$ cat src/rtl/plc_pkg.sv
package plc_pkg;
  localparam int unsigned CLK_HZ          = 10_000_000;
  localparam int unsigned MDIX_MIN_MS     = 200;
  localparam int unsigned MDIX_MAX_MS     = 420;
  localparam int unsigned MDIX_MIN_CYC    = MDIX_MIN_MS * (CLK_HZ / 1000);
  localparam int unsigned MDIX_MAX_CYC    = MDIX_MAX_MS * (CLK_HZ / 1000);
  localparam int unsigned MDIX_SPAN_CYC   = MDIX_MAX_CYC - MDIX_MIN_CYC;
  localparam int unsigned LFSR_W          = 16;
  localparam logic [15:0] LFSR_SEED       = 16'hACE1;
  localparam logic [15:0] LFSR_TAPS       = 16'hB400;
  localparam int unsigned TMR_W           = 23;
  localparam int unsigned ABIL_W          = 4;
  // Ability bits in priority order, highest index wins
  localparam int unsigned AB_10HD         = 0;
  localparam int unsigned AB_10FD         = 1;
  localparam int unsigned AB_100HD        = 2;
  localparam int unsigned AB_100FD        = 3;
  localparam logic [1:0]  TECH_NONE       = 2'h0;
  localparam logic [1:0]  TECH_10         = 2'h1;
  localparam logic [1:0]  TECH_100        = 2'h2;
  typedef enum logic [1:0] {XS_AUTO, XS_MDI, XS_MDIX} plc_xsel_t;
  typedef enum {AN_IDLE, AN_WAIT, AN_UP} plc_an_state_t;
endpackage : plc_pkg

$ cat src/rtl/plc_link_ctrl.sv
`timescale 1ns/1ps
// Notes on behaviour
// RULE_01: Half duplex flags collision while transmit and receive are both active.
// RULE_02: Full duplex never flags a collision.
// RULE_03: Half duplex asserts carrier sense while sending or receiving.
// RULE_04: Full duplex asserts carrier sense only while receiving.
// RULE_05: Advertise own modes, acknowledge shared ones, reject unshared ones.
// RULE_06: Several common modes resolve to one by fixed priority; link uses it.
// RULE_07: Silent partner: parallel detect the incoming technology, link if supported.
// RULE_08: Detect straight or crossed cable and set pair assignment to match.
// RULE_09: A control bit forces MDI or MDIX instead of automatic selection.
// RULE_10: Automatic toggle timing derives from a 16-bit LFSR.
// RULE_11: Each toggle interval lasts 200 ms to 420 ms, pseudo-random.
// RULE_12: Automatic mode keeps toggling until a valid received signal appears.
// RULE_13: Once signal is seen, hold the assignment until the link is lost. The code holds until both link and received signal are lost.
module plc_link_ctrl (
  input  wire logic                        i_mclk,
  input  wire logic                        i_reset_n,
  input  wire logic                        i_tx_active,
  input  wire logic                        i_rx_active,
  input  wire logic                        i_an_enable,
  input  wire logic [plc_pkg::ABIL_W-1:0]  i_local_abil,
  input  wire logic                        i_partner_page_valid,
  input  wire logic [plc_pkg::ABIL_W-1:0]  i_partner_abil,
  input  wire logic [1:0]                  i_rx_tech,
  input  wire logic                        i_sig_det,
  input  wire logic                        i_link_ok,
  input  wire logic [1:0]                  i_xsel,
  input  wire logic                        i_force_fdx,
  input  wire logic                        i_force_100,
  output logic                             o_col,
  output logic                             o_crs,
  output logic [plc_pkg::ABIL_W-1:0]       o_adv_abil,
  output logic [plc_pkg::ABIL_W-1:0]       o_ack_abil,
  output logic                             o_ack,
  output logic                             o_link_up,
  output logic                             o_fdx,
  output logic                             o_speed_100,
  output logic                             o_par_det,
  output logic                             o_mdix
);
  plc_pkg::plc_an_state_t          st, next_st;
  logic [plc_pkg::ABIL_W-1:0]      ack_abil, next_ack_abil;
  logic                            ack, next_ack;
  logic                            link_up, next_link_up;
  logic                            fdx, next_fdx;
  logic                            spd, next_spd;
  logic                            par, next_par;
  logic                            col, next_col;
  logic                            crs, next_crs;
  logic [plc_pkg::ABIL_W-1:0]      common;

  assign common = i_local_abil & i_partner_abil; // see RULE_05

  always_comb begin
    next_st       = st;
    next_ack_abil = ack_abil;
    next_ack      = ack;
    next_link_up  = link_up;
    next_fdx      = fdx;
    next_spd      = spd;
    next_par      = par;
    if (!i_an_enable) begin
      next_st      = plc_pkg::AN_IDLE;
      next_ack     = 1'b0;
      next_par     = 1'b0;
      next_fdx     = i_force_fdx;
      next_spd     = i_force_100;
      next_link_up = i_link_ok;
    end else begin
      case (st)
        plc_pkg::AN_IDLE: begin
          next_ack     = 1'b0;
          next_link_up = 1'b0;
          next_par     = 1'b0;
          next_st      = plc_pkg::AN_WAIT;
        end
        plc_pkg::AN_WAIT: begin
          if (i_partner_page_valid) begin
            // Unshared modes are dropped from the acknowledged set
            next_ack_abil = common; // see RULE_05
            next_ack      = 1'b1;
            if (common != '0) begin
              next_st      = plc_pkg::AN_UP;
              next_link_up = 1'b1;
              if (common[plc_pkg::AB_100FD]) begin // see RULE_06
                next_spd = 1'b1;
                next_fdx = 1'b1;
              end else if (common[plc_pkg::AB_100HD]) begin
                next_spd = 1'b1;
                next_fdx = 1'b0;
              end else if (common[plc_pkg::AB_10FD]) begin
                next_spd = 1'b0;
                next_fdx = 1'b1;
              end else begin
                next_spd = 1'b0;
                next_fdx = 1'b0;
              end
            end
          end else if (i_rx_tech == plc_pkg::TECH_100
                       && (i_local_abil[plc_pkg::AB_100HD]
                           || i_local_abil[plc_pkg::AB_100FD])) begin
            // Either duplex ability means the technology is supported;
            // a non-negotiating partner still implies half duplex
            next_st      = plc_pkg::AN_UP; // see RULE_07
            next_par     = 1'b1;
            next_link_up = 1'b1;
            next_spd     = 1'b1;
            next_fdx     = 1'b0;
          end else if (i_rx_tech == plc_pkg::TECH_10
                       && (i_local_abil[plc_pkg::AB_10HD]
                           || i_local_abil[plc_pkg::AB_10FD])) begin
            next_st      = plc_pkg::AN_UP; // see RULE_07
            next_par     = 1'b1;
            next_link_up = 1'b1;
            next_spd     = 1'b0;
            next_fdx     = 1'b0;
          end
        end
        plc_pkg::AN_UP: begin
          if (!i_link_ok) begin
            next_st      = plc_pkg::AN_IDLE;
            next_link_up = 1'b0;
          end
        end
        default: next_st = plc_pkg::AN_IDLE;
      endcase
    end
  end

  always_comb begin
    if (fdx) begin
      next_col = 1'b0; // see RULE_02
      next_crs = i_rx_active; // see RULE_04
    end else begin
      next_col = i_tx_active & i_rx_active; // see RULE_01
      next_crs = i_tx_active | i_rx_active; // see RULE_03
    end
  end

  always_ff @(posedge i_mclk) begin
    if (!i_reset_n) begin
      st         <= plc_pkg::AN_IDLE;
      ack_abil   <= '0;
      ack        <= 1'b0;
      link_up    <= 1'b0;
      fdx        <= 1'b0;
      spd        <= 1'b0;
      par        <= 1'b0;
      col        <= 1'b0;
      crs        <= 1'b0;
      o_adv_abil <= '0;
    end else begin
      st         <= next_st;
      ack_abil   <= next_ack_abil;
      ack        <= next_ack;
      link_up    <= next_link_up;
      fdx        <= next_fdx;
      spd        <= next_spd;
      par        <= next_par;
      col        <= next_col;
      crs        <= next_crs;
      o_adv_abil <= i_local_abil; // see RULE_05
    end
  end

  assign o_col       = col;
  assign o_crs       = crs;
  assign o_ack_abil  = ack_abil;
  assign o_ack       = ack;
  assign o_link_up   = link_up;
  assign o_fdx       = fdx;
  assign o_speed_100 = spd;
  assign o_par_det   = par;

  plc_mdix u_mdix (
    .i_mclk    (i_mclk),
    .i_reset_n (i_reset_n),
    .i_xsel    (i_xsel),
    .i_sig_det (i_sig_det),
    .i_link_up (link_up),
    .o_mdix    (o_mdix)
  );
endmodule : plc_link_ctrl

$ cat src/rtl/plc_mdix.sv
`timescale 1ns/1ps
module plc_mdix (
  input  wire logic                 i_mclk,
  input  wire logic                 i_reset_n,
  input  wire logic [1:0]           i_xsel,
  input  wire logic                 i_sig_det,
  input  wire logic                 i_link_up,
  output logic                      o_mdix
);
  logic [plc_pkg::LFSR_W-1:0] lfsr, next_lfsr;
  logic [plc_pkg::TMR_W-1:0]  tmr, next_tmr;
  logic                       mdix, next_mdix;
  logic                       held, next_held;
  logic [plc_pkg::TMR_W-1:0]  reload;

  // Random part scaled into the 220 ms span: span * lfsr / 2^16
  always_comb begin
    reload = plc_pkg::TMR_W'(plc_pkg::MDIX_MIN_CYC
           + ((64'(plc_pkg::MDIX_SPAN_CYC) * 64'(lfsr)) >> plc_pkg::LFSR_W)); // see RULE_11
  end

  always_comb begin
    next_lfsr = {lfsr[plc_pkg::LFSR_W-2:0], ^(lfsr & plc_pkg::LFSR_TAPS)}; // see RULE_10
    next_tmr  = tmr;
    next_mdix = mdix;
    next_held = held;
    if (i_xsel == plc_pkg::XS_MDI) begin
      next_mdix = 1'b0; // see RULE_09
      next_held = 1'b0;
    end else if (i_xsel == plc_pkg::XS_MDIX) begin
      next_mdix = 1'b1; // see RULE_09
      next_held = 1'b0;
    end else if (held) begin
      // Hold while signal or link stays up; losing both restarts hunting
      if (!i_sig_det && !i_link_up) begin
        next_held = 1'b0; // see RULE_13
        next_tmr  = reload;
      end
    end else if (i_sig_det) begin
      next_held = 1'b1; // see RULE_13
    end else if (tmr == '0) begin
      next_mdix = ~mdix; // see RULE_12
      next_tmr  = reload; // see RULE_08
    end else begin
      next_tmr = tmr - 1'b1;
    end
  end

  always_ff @(posedge i_mclk) begin
    if (!i_reset_n) begin
      lfsr <= plc_pkg::LFSR_SEED;
      tmr  <= plc_pkg::TMR_W'(plc_pkg::MDIX_MIN_CYC);
      mdix <= 1'b0;
      held <= 1'b0;
    end else begin
      lfsr <= next_lfsr;
      tmr  <= next_tmr;
      mdix <= next_mdix;
      held <= next_held;
    end
  end

  assign o_mdix = mdix;
endmodule : plc_mdix

$ cat config.mk
export PLATFORM = sky130hd
export DESIGN_NAME = plc_link_ctrl
export DESIGN_NICKNAME = d
export VERILOG_FILES = /design/src/rtl/plc_pkg.sv /design/src/rtl/plc_link_ctrl.sv /design/src/rtl/plc_mdix.sv
export SDC_FILE = /design/constraint.sdc
export NUM_CORES = 1
export LEC_CHECK = 0
export BUFFER_PORTS_ARGS = -buffer_cell sky130_fd_sc_hd__buf_4
export CAP_MARGIN = 20
export CORE_ASPECT_RATIO = 1.1
export CORE_MARGIN = 10
export CORE_UTILIZATION = 39
export CTS_CLUSTER_DIAMETER = 50
export CTS_CLUSTER_SIZE = 25
export DETAILED_ROUTE_END_ITERATION = 8
export PLACE_DENSITY_LB_ADDON = 0.08
export RECOVER_POWER = 50
export SETUP_SLACK_MARGIN = 0.02
export SYNTH_ARGS = -nofsm -noshare
export SYNTH_HDL_FRONTEND = slang
export SYNTH_HIERARCHICAL = 1
export SYNTH_SLANG_ARGS = --single-unit
$ cat constraint.sdc
create_clock -name i_mclk -period 7.2 [get_ports i_mclk]
set_input_delay 0.36 -clock i_mclk [delete_from_list [all_inputs] [get_ports i_mclk]]
set_output_delay 0.36 -clock i_mclk [all_outputs]
set_load 0.05 [all_outputs]
Word level (Yosys, flattened, before mapping)
Index checks and enable logic that the tools add are counted.
- bitwise operators: 7
- eq/ne operators: 23
- reduce and logical (&&, ||, !) cells: 25
- mux-type cells: 45
- $add $sub $neg: 2
- div/mod/pow operators: 0
- multiply operators: 1
- order comparisons: 0
- shift operators: 0
- operator list (operator ; count):
    $mux 32 ; 5
    $pmux 32 s3 ; 1
    $mux 23 ; 4
    $eq 32x1->1 const B ; 1
    $eq 32x2->1 const B ; 1
    $logic_not 32->1 ; 1
    $mul 16x16->32 const A ; 1
    $mux 1 ; 32
    $add 21x22->23 const A ; 1
    $logic_not 23->1 ; 1
    $sub 23x1->23 const B ; 1
    $reduce_xor 16->1 ; 1
    $reduce_and 3->1 ; 5
    $ne 2x2->1 const B ; 5
    $ne 3x3->1 const B ; 3
    $ne 4x1->1 const B ; 2
    $ne 4x4->1 const B ; 2
    $reduce_and 4->1 ; 2
    $ne 2x1->1 const B ; 3
    $ne 5x5->1 const B ; 1
    $and 4x4->4 ; 1
    $eq 2x1->1 const B ; 2
    $eq 2x2->1 const B ; 2
    $not 1->1 ; 4
    other kinds (13) ; 21
- flip-flop bits (word level): 88
- output and inout port bits: 16
- memories: 0
- latch bits: 0
- bits of input ports: 22
- bits in read-only memories: 0
- memory bits (writable): 0
- logic and storage cells: 117

Longest topological paths before layout
- word-level depth: 8
- mapped depth: 25

By module
Netlist, hierarchy kept.
- modules (own cells, without submodules) (module ; cells each ; times used ; area each (um2)):
    plc_mdix ; 733 ; 1 ; 6552.5
    plc_link_ctrl ; 94 ; 1 ; 823.3

Least setup slack after synthesis
Ideal clock, no wire load.
- path type: register -> register
- start point: register u_mdix/lfsr[14] (netlist bit)
- end point: register u_mdix/tmr[19] (netlist bit)
- cell stages (with the launch flop): 21
- library setup time: 0.120 ns
- arrival time: 5.632 ns
- path slack: 1.448 ns
- clock period less this slack: 5.752 ns
- cells stage by stage: dfxtp_1 -> inv_1 -> ha_1 -> inv_1 -> fa_1 -> fa_1 -> inv_1 -> fa_1 -> inv_1 -> fa_1 -> fa_1 -> ha_1 -> a21oi_2 -> o211ai_4 -> a211oi_4 -> o211ai_4 -> and3_4 -> a222oi_1 -> a2bb2oi_2 -> nor2_1 -> a211o_1
- word-level cells in the longest chain between the ends: 5
- elaborated cells between the ends (all ways): 6
- ends and longest elaborated chain (item ; RTL line ; source):
    from (decl) ; plc_mdix.sv:10 ; logic [plc_pkg::LFSR_W-1:0] lfsr, next_lfsr;
    from (signal assigned) ; plc_mdix.sv:51 ; lfsr <= plc_pkg::LFSR_SEED;
    from (signal assigned) ; plc_mdix.sv:56 ; lfsr <= next_lfsr;
    $mul 16x16->32 (*) ; plc_mdix.sv:19 ; + ((64'(plc_pkg::MDIX_SPAN_CYC) * 64'(lfsr)) >> plc_pkg::LFSR_W));
    $add 21x22->23 (*) ; plc_mdix.sv:19 ;
    $mux 23 ; plc_mdix.sv:41 ; end else if (tmr == '0) begin
    $mux 23 ; plc_mdix.sv:39 ; end else if (i_sig_det) begin
    $mux 23 (*) ; plc_mdix.sv:33 ; end else if (held) begin
    to (signal assigned) ; plc_mdix.sv:52 ; tmr <= plc_pkg::TMR_W'(plc_pkg::MDIX_MIN_CYC);
    to (signal assigned) ; plc_mdix.sv:57 ; tmr <= next_tmr;
    to (decl) ; plc_mdix.sv:11 ; logic [plc_pkg::TMR_W-1:0] tmr, next_tmr;
Every way passes the cells marked *; elsewhere a longest branch is shown, timed or not. The select of a mux whose other input is x is not followed.
A chain may end at the register's enable or synchronous reset.

Worst setup path in the final report
- start point: register u_mdix/lfsr[14] (netlist bit)
- end point: register u_mdix/tmr[17] (netlist bit)
Same word-level chain as after synthesis.

==> summary.md <==
| Metric | Value |
|---|---|
| Status | complete, but fails checks |
| Failing checks | max-capacitance violations, max-slew violations |
| Remaining global-route overflow | 0 |
| Crit. End Element | flop |
| Fmax | 158 MHz |
| Vias in the first global route | 5,878 |
| HP Class | input pin to flop |
| Finished Layout Cells | 1,103 |
| Worst Path Required | 7310 ps |
| Overall routing resource usage | 0.149 |
| Netlist Area Pre-Place | 0.00738 mm² |
| CP max stage delay | 530 ps |
| Power after layout | 3.83 mW |
| Worst rel slew slack | -0.570 |
| Clock transition at the registers of the reported paths | 60 ps |
| Unique masters post-synth | 91 |
| Vias post-DR | 5,873 |
| CTS buffer count | 9 |
| Vias per inst | 5.32 |
| Die Y-Extent | 164 µm |
| Net Count, Synth | 1,043 |
| Hold buffers post-CTS | 0 |
| Final-report setup violation count | 0 |
| FP Rows | 52 |
| Pwr dens | 474 mW/mm² |
| Period utilisation layout | 0.880 |
| Synthesis-to-finish area growth | 9.53% |
| Register area share after synthesis | 0.157 |
| Largest net degree at the start of global routing | 56 |
| Hpwl dp | 14.9 mm |
| Pre-antenna DRT Iters | 5 |
| Hold path endpoint | o_crs |
| Synth warnings | 6 |
| Diode count | 0 |
| Antenna viol nets, final | 0 |
| PortBufs | 37 |
| DR WL/cell | 16.4 µm |
| Asr flop ratio synth | 0 |
| Layout cell share with drive strength beyond 1 | 0.107 |
| Htree depth | 3 |
| Leakage | 3.77 nW |
| Setup Fix Bufs, Post-CTS | 0 |
| Pins Over Slew Limit | 56 |
| NetSw | 2.06 mW |
| WHS | 237 ps |
| Root Buffer | clkbuf_16 |
| Core Box Area | 0.0185 mm² |
| Post-CTS sizing | 0 |
| CP startpoint kind | flop |
| CP Class | flop to flop |
| Top Ports | 38 |
| Initial antenna violation count | 0 |
| Sw frac | 0.539 |
| EDFF count, synth | 0 |
| Clk pwr share | 0.108 |
| First-pass GRT wire length | 29.9 mm |
| Detailed Route WL | 18.1 mm |
| Crit path top cell by count | fa_1 |
| Reg2reg end | u_mdix/tmr[17] |
| Hold Vio Cnt, Final | 0 |
| CTS tree | done |
| Clock Skews | 5.40 ps |
| Clock sink count | 58 |
| RSZ-0062 raised after global routing | false |
| Max-cap viol count | 1 |
| Dominant synthesized flop cell | dfxtp_1 |
| Hold Startpoint | i_rx_active |
| Arr. time, crit path | 6440 ps |
| Chip Width | 151 µm |
| FILL cells | 1,854 |
| R2R Setup Slk | 870 ps |
| CP cell instances | inv_1, ha_1, inv_1, fa_1, fa_1, inv_1, fa_1, inv_1, fa_1, fa_1, ha_1, nand2_1, o21ai_0, o21bai_1, xor2_1, ha_1, nand2_1, a211oi_2, o21bai_2, xnor2_1, o2111ai_1 |
| Peak VDD IR | 0.236 mV |
| Slew @ Worst Pin | 2360 ps |
| Starting Density | 0.399 |
| Slowest-stage cell, CP | fa_1 |
| Clock tree buffer depth | 2 |
| Nets | 1,071 |
| Core Util, Final | 0.437 |
| First DRT Iteration DRCs | 223 |
| Worst-Skew Late Latency | 340 ps |
| Int Power | 1.76 mW |
| Setup TNS | 0 ps |
| Maximum fanout along the worst path | 7 |
| Die area | 0.0248 mm² |
| Part of the power in registers | 0.101 |
| RD Place Congestion | 0.882 |
| Synth Register Bits | 58 |
| Placed Cells | 1,087 |
| Reg2Reg Depth | 21 |
| Syn_area_per_cell | 8.92 µm² |
| Synth Instances | 827 |
| Worst hold path depth | 2 |
| Post-route minimum period | 6330 ps |
| Reg-to-Reg Start | u_mdix/lfsr[14] |
| # DRC | 0 |
| Combinational fraction of design power | 0.791 |
[metal layers]
layer  GRT usage  share of wire  up-vias
met3      0.0250          0.032       20
met1       0.197           0.48     2794
met5           0              0        -
li1            -              -     2959
met4      0.0486          0.018        0
met2       0.242           0.47      100
[logic make-up after synthesis]
group / synth area share
AOI/OAI and AO/OA: 0.194
xor gates and xnor gates: 0.0355
adders and majority gates: 0.380
buffers and inverters: 0.0668
DFF: 0.157
muxes: 0.00407
and+or+nand+nor: 0.162
[layout by cell type (no fill, tap or decap), types with 21 or more instances in the layout]
cell     synthesis  layout
ha_1           144     144
inv_1           99      99
nand2_1         67      67
nor2_1          62      62
dfxtp_1         58      58
fa_1            50      50
a21oi_1         41      41
o21ai_0         36      36
buf_4            2      25
nand3_1         21      21
[worst max-delay path, delay by kind of cell (launching register included)]
family                   cells  cell delay [ps]
flip-flops                   1              470
XOR/XNOR                     2              510
AO/OA/AOI/OAI                5             1000
AND/OR/NAND/NOR              2              280
buffers and inverters        4              330
adder cells (fa/ha/maj)      8             3490
[metrics by stage]
step / instance area [µm²] / worst slack, ps
3_3_place_gp: 7850 / 918
3_5_place_dp: 7850 / 899
4_1_cts: 8130 / 882
5_1_grt: 8080 / 381
2_1_floorplan: 7380 / 1450
6_report: 8080 / 865
[registers in the layout (all words and copies together), names as in the netlist]
name,cells
o_fdx,1
o_ack,1
u_mdix/lfsr,16
st,2
u_mdix/tmr,23
o_ack_abil,4
o_link_up,1
u_mdix/held,1
o_par_det,1
u_mdix/o_mdix,1
o_adv_abil,4
o_speed_100,1
o_col,1
o_crs,1
[cell usage after synthesis, types with 13 or more instances]
library cell	number	area share
a21oi_1	41	0.028
and2_1	16	0.014
dfxtp_1	58	0.16
fa_1	50	0.14
ha_1	144	0.24
inv_1	99	0.050
nand2_1	67	0.034
nand3_1	21	0.014
nor2_1	62	0.032
nor3_1	13	0.0088
o21ai_0	36	0.024
xnor2_1	18	0.021
[power by group through the flow]
stage	clock network, mW	registers [mW]	logic, mW
2_1_floorplan	0	0.394	2.38
3_3_place_gp	0	0.393	3.02
3_5_place_dp	0	0.394	3.02
4_1_cts	0.426	0.387	3.05
5_1_grt	0.439	0.392	3.39
6_report	0.412	0.387	3.03
[area by class of cell]
| cell class | count | area (µm²) | share of cell area |
|---|---|---|---|
| timing repair buffer | 39 | 240 | 0.0297 |
| multi-input combinational | 648 | 5720 | 0.708 |
| sequential | 58 | 1160 | 0.144 |
| inverter | 99 | 372 | 0.0460 |
| clock inverter | 6 | 41.3 | 0.00511 |
| tap | 243 | 304 | 0.0376 |
| clock buffer | 10 | 239 | 0.0296 |
[how the worst max path moves through the flow]
stage	from	to	slack, ps	cells past startpoint
2_1_floorplan	u_mdix/lfsr[14]	u_mdix/tmr[19]	1450	20
3_3_place_gp	u_mdix/lfsr[14]	u_mdix/tmr[17]	920	21
3_5_place_dp	u_mdix/lfsr[14]	u_mdix/tmr[17]	900	21
4_1_cts	u_mdix/lfsr[14]	u_mdix/tmr[19]	880	21
5_1_grt	u_mdix/lfsr[14]	u_mdix/tmr[17]	380	22
6_report	u_mdix/lfsr[14]	u_mdix/tmr[17]	870	21
(Power assumes the default switching activity.)
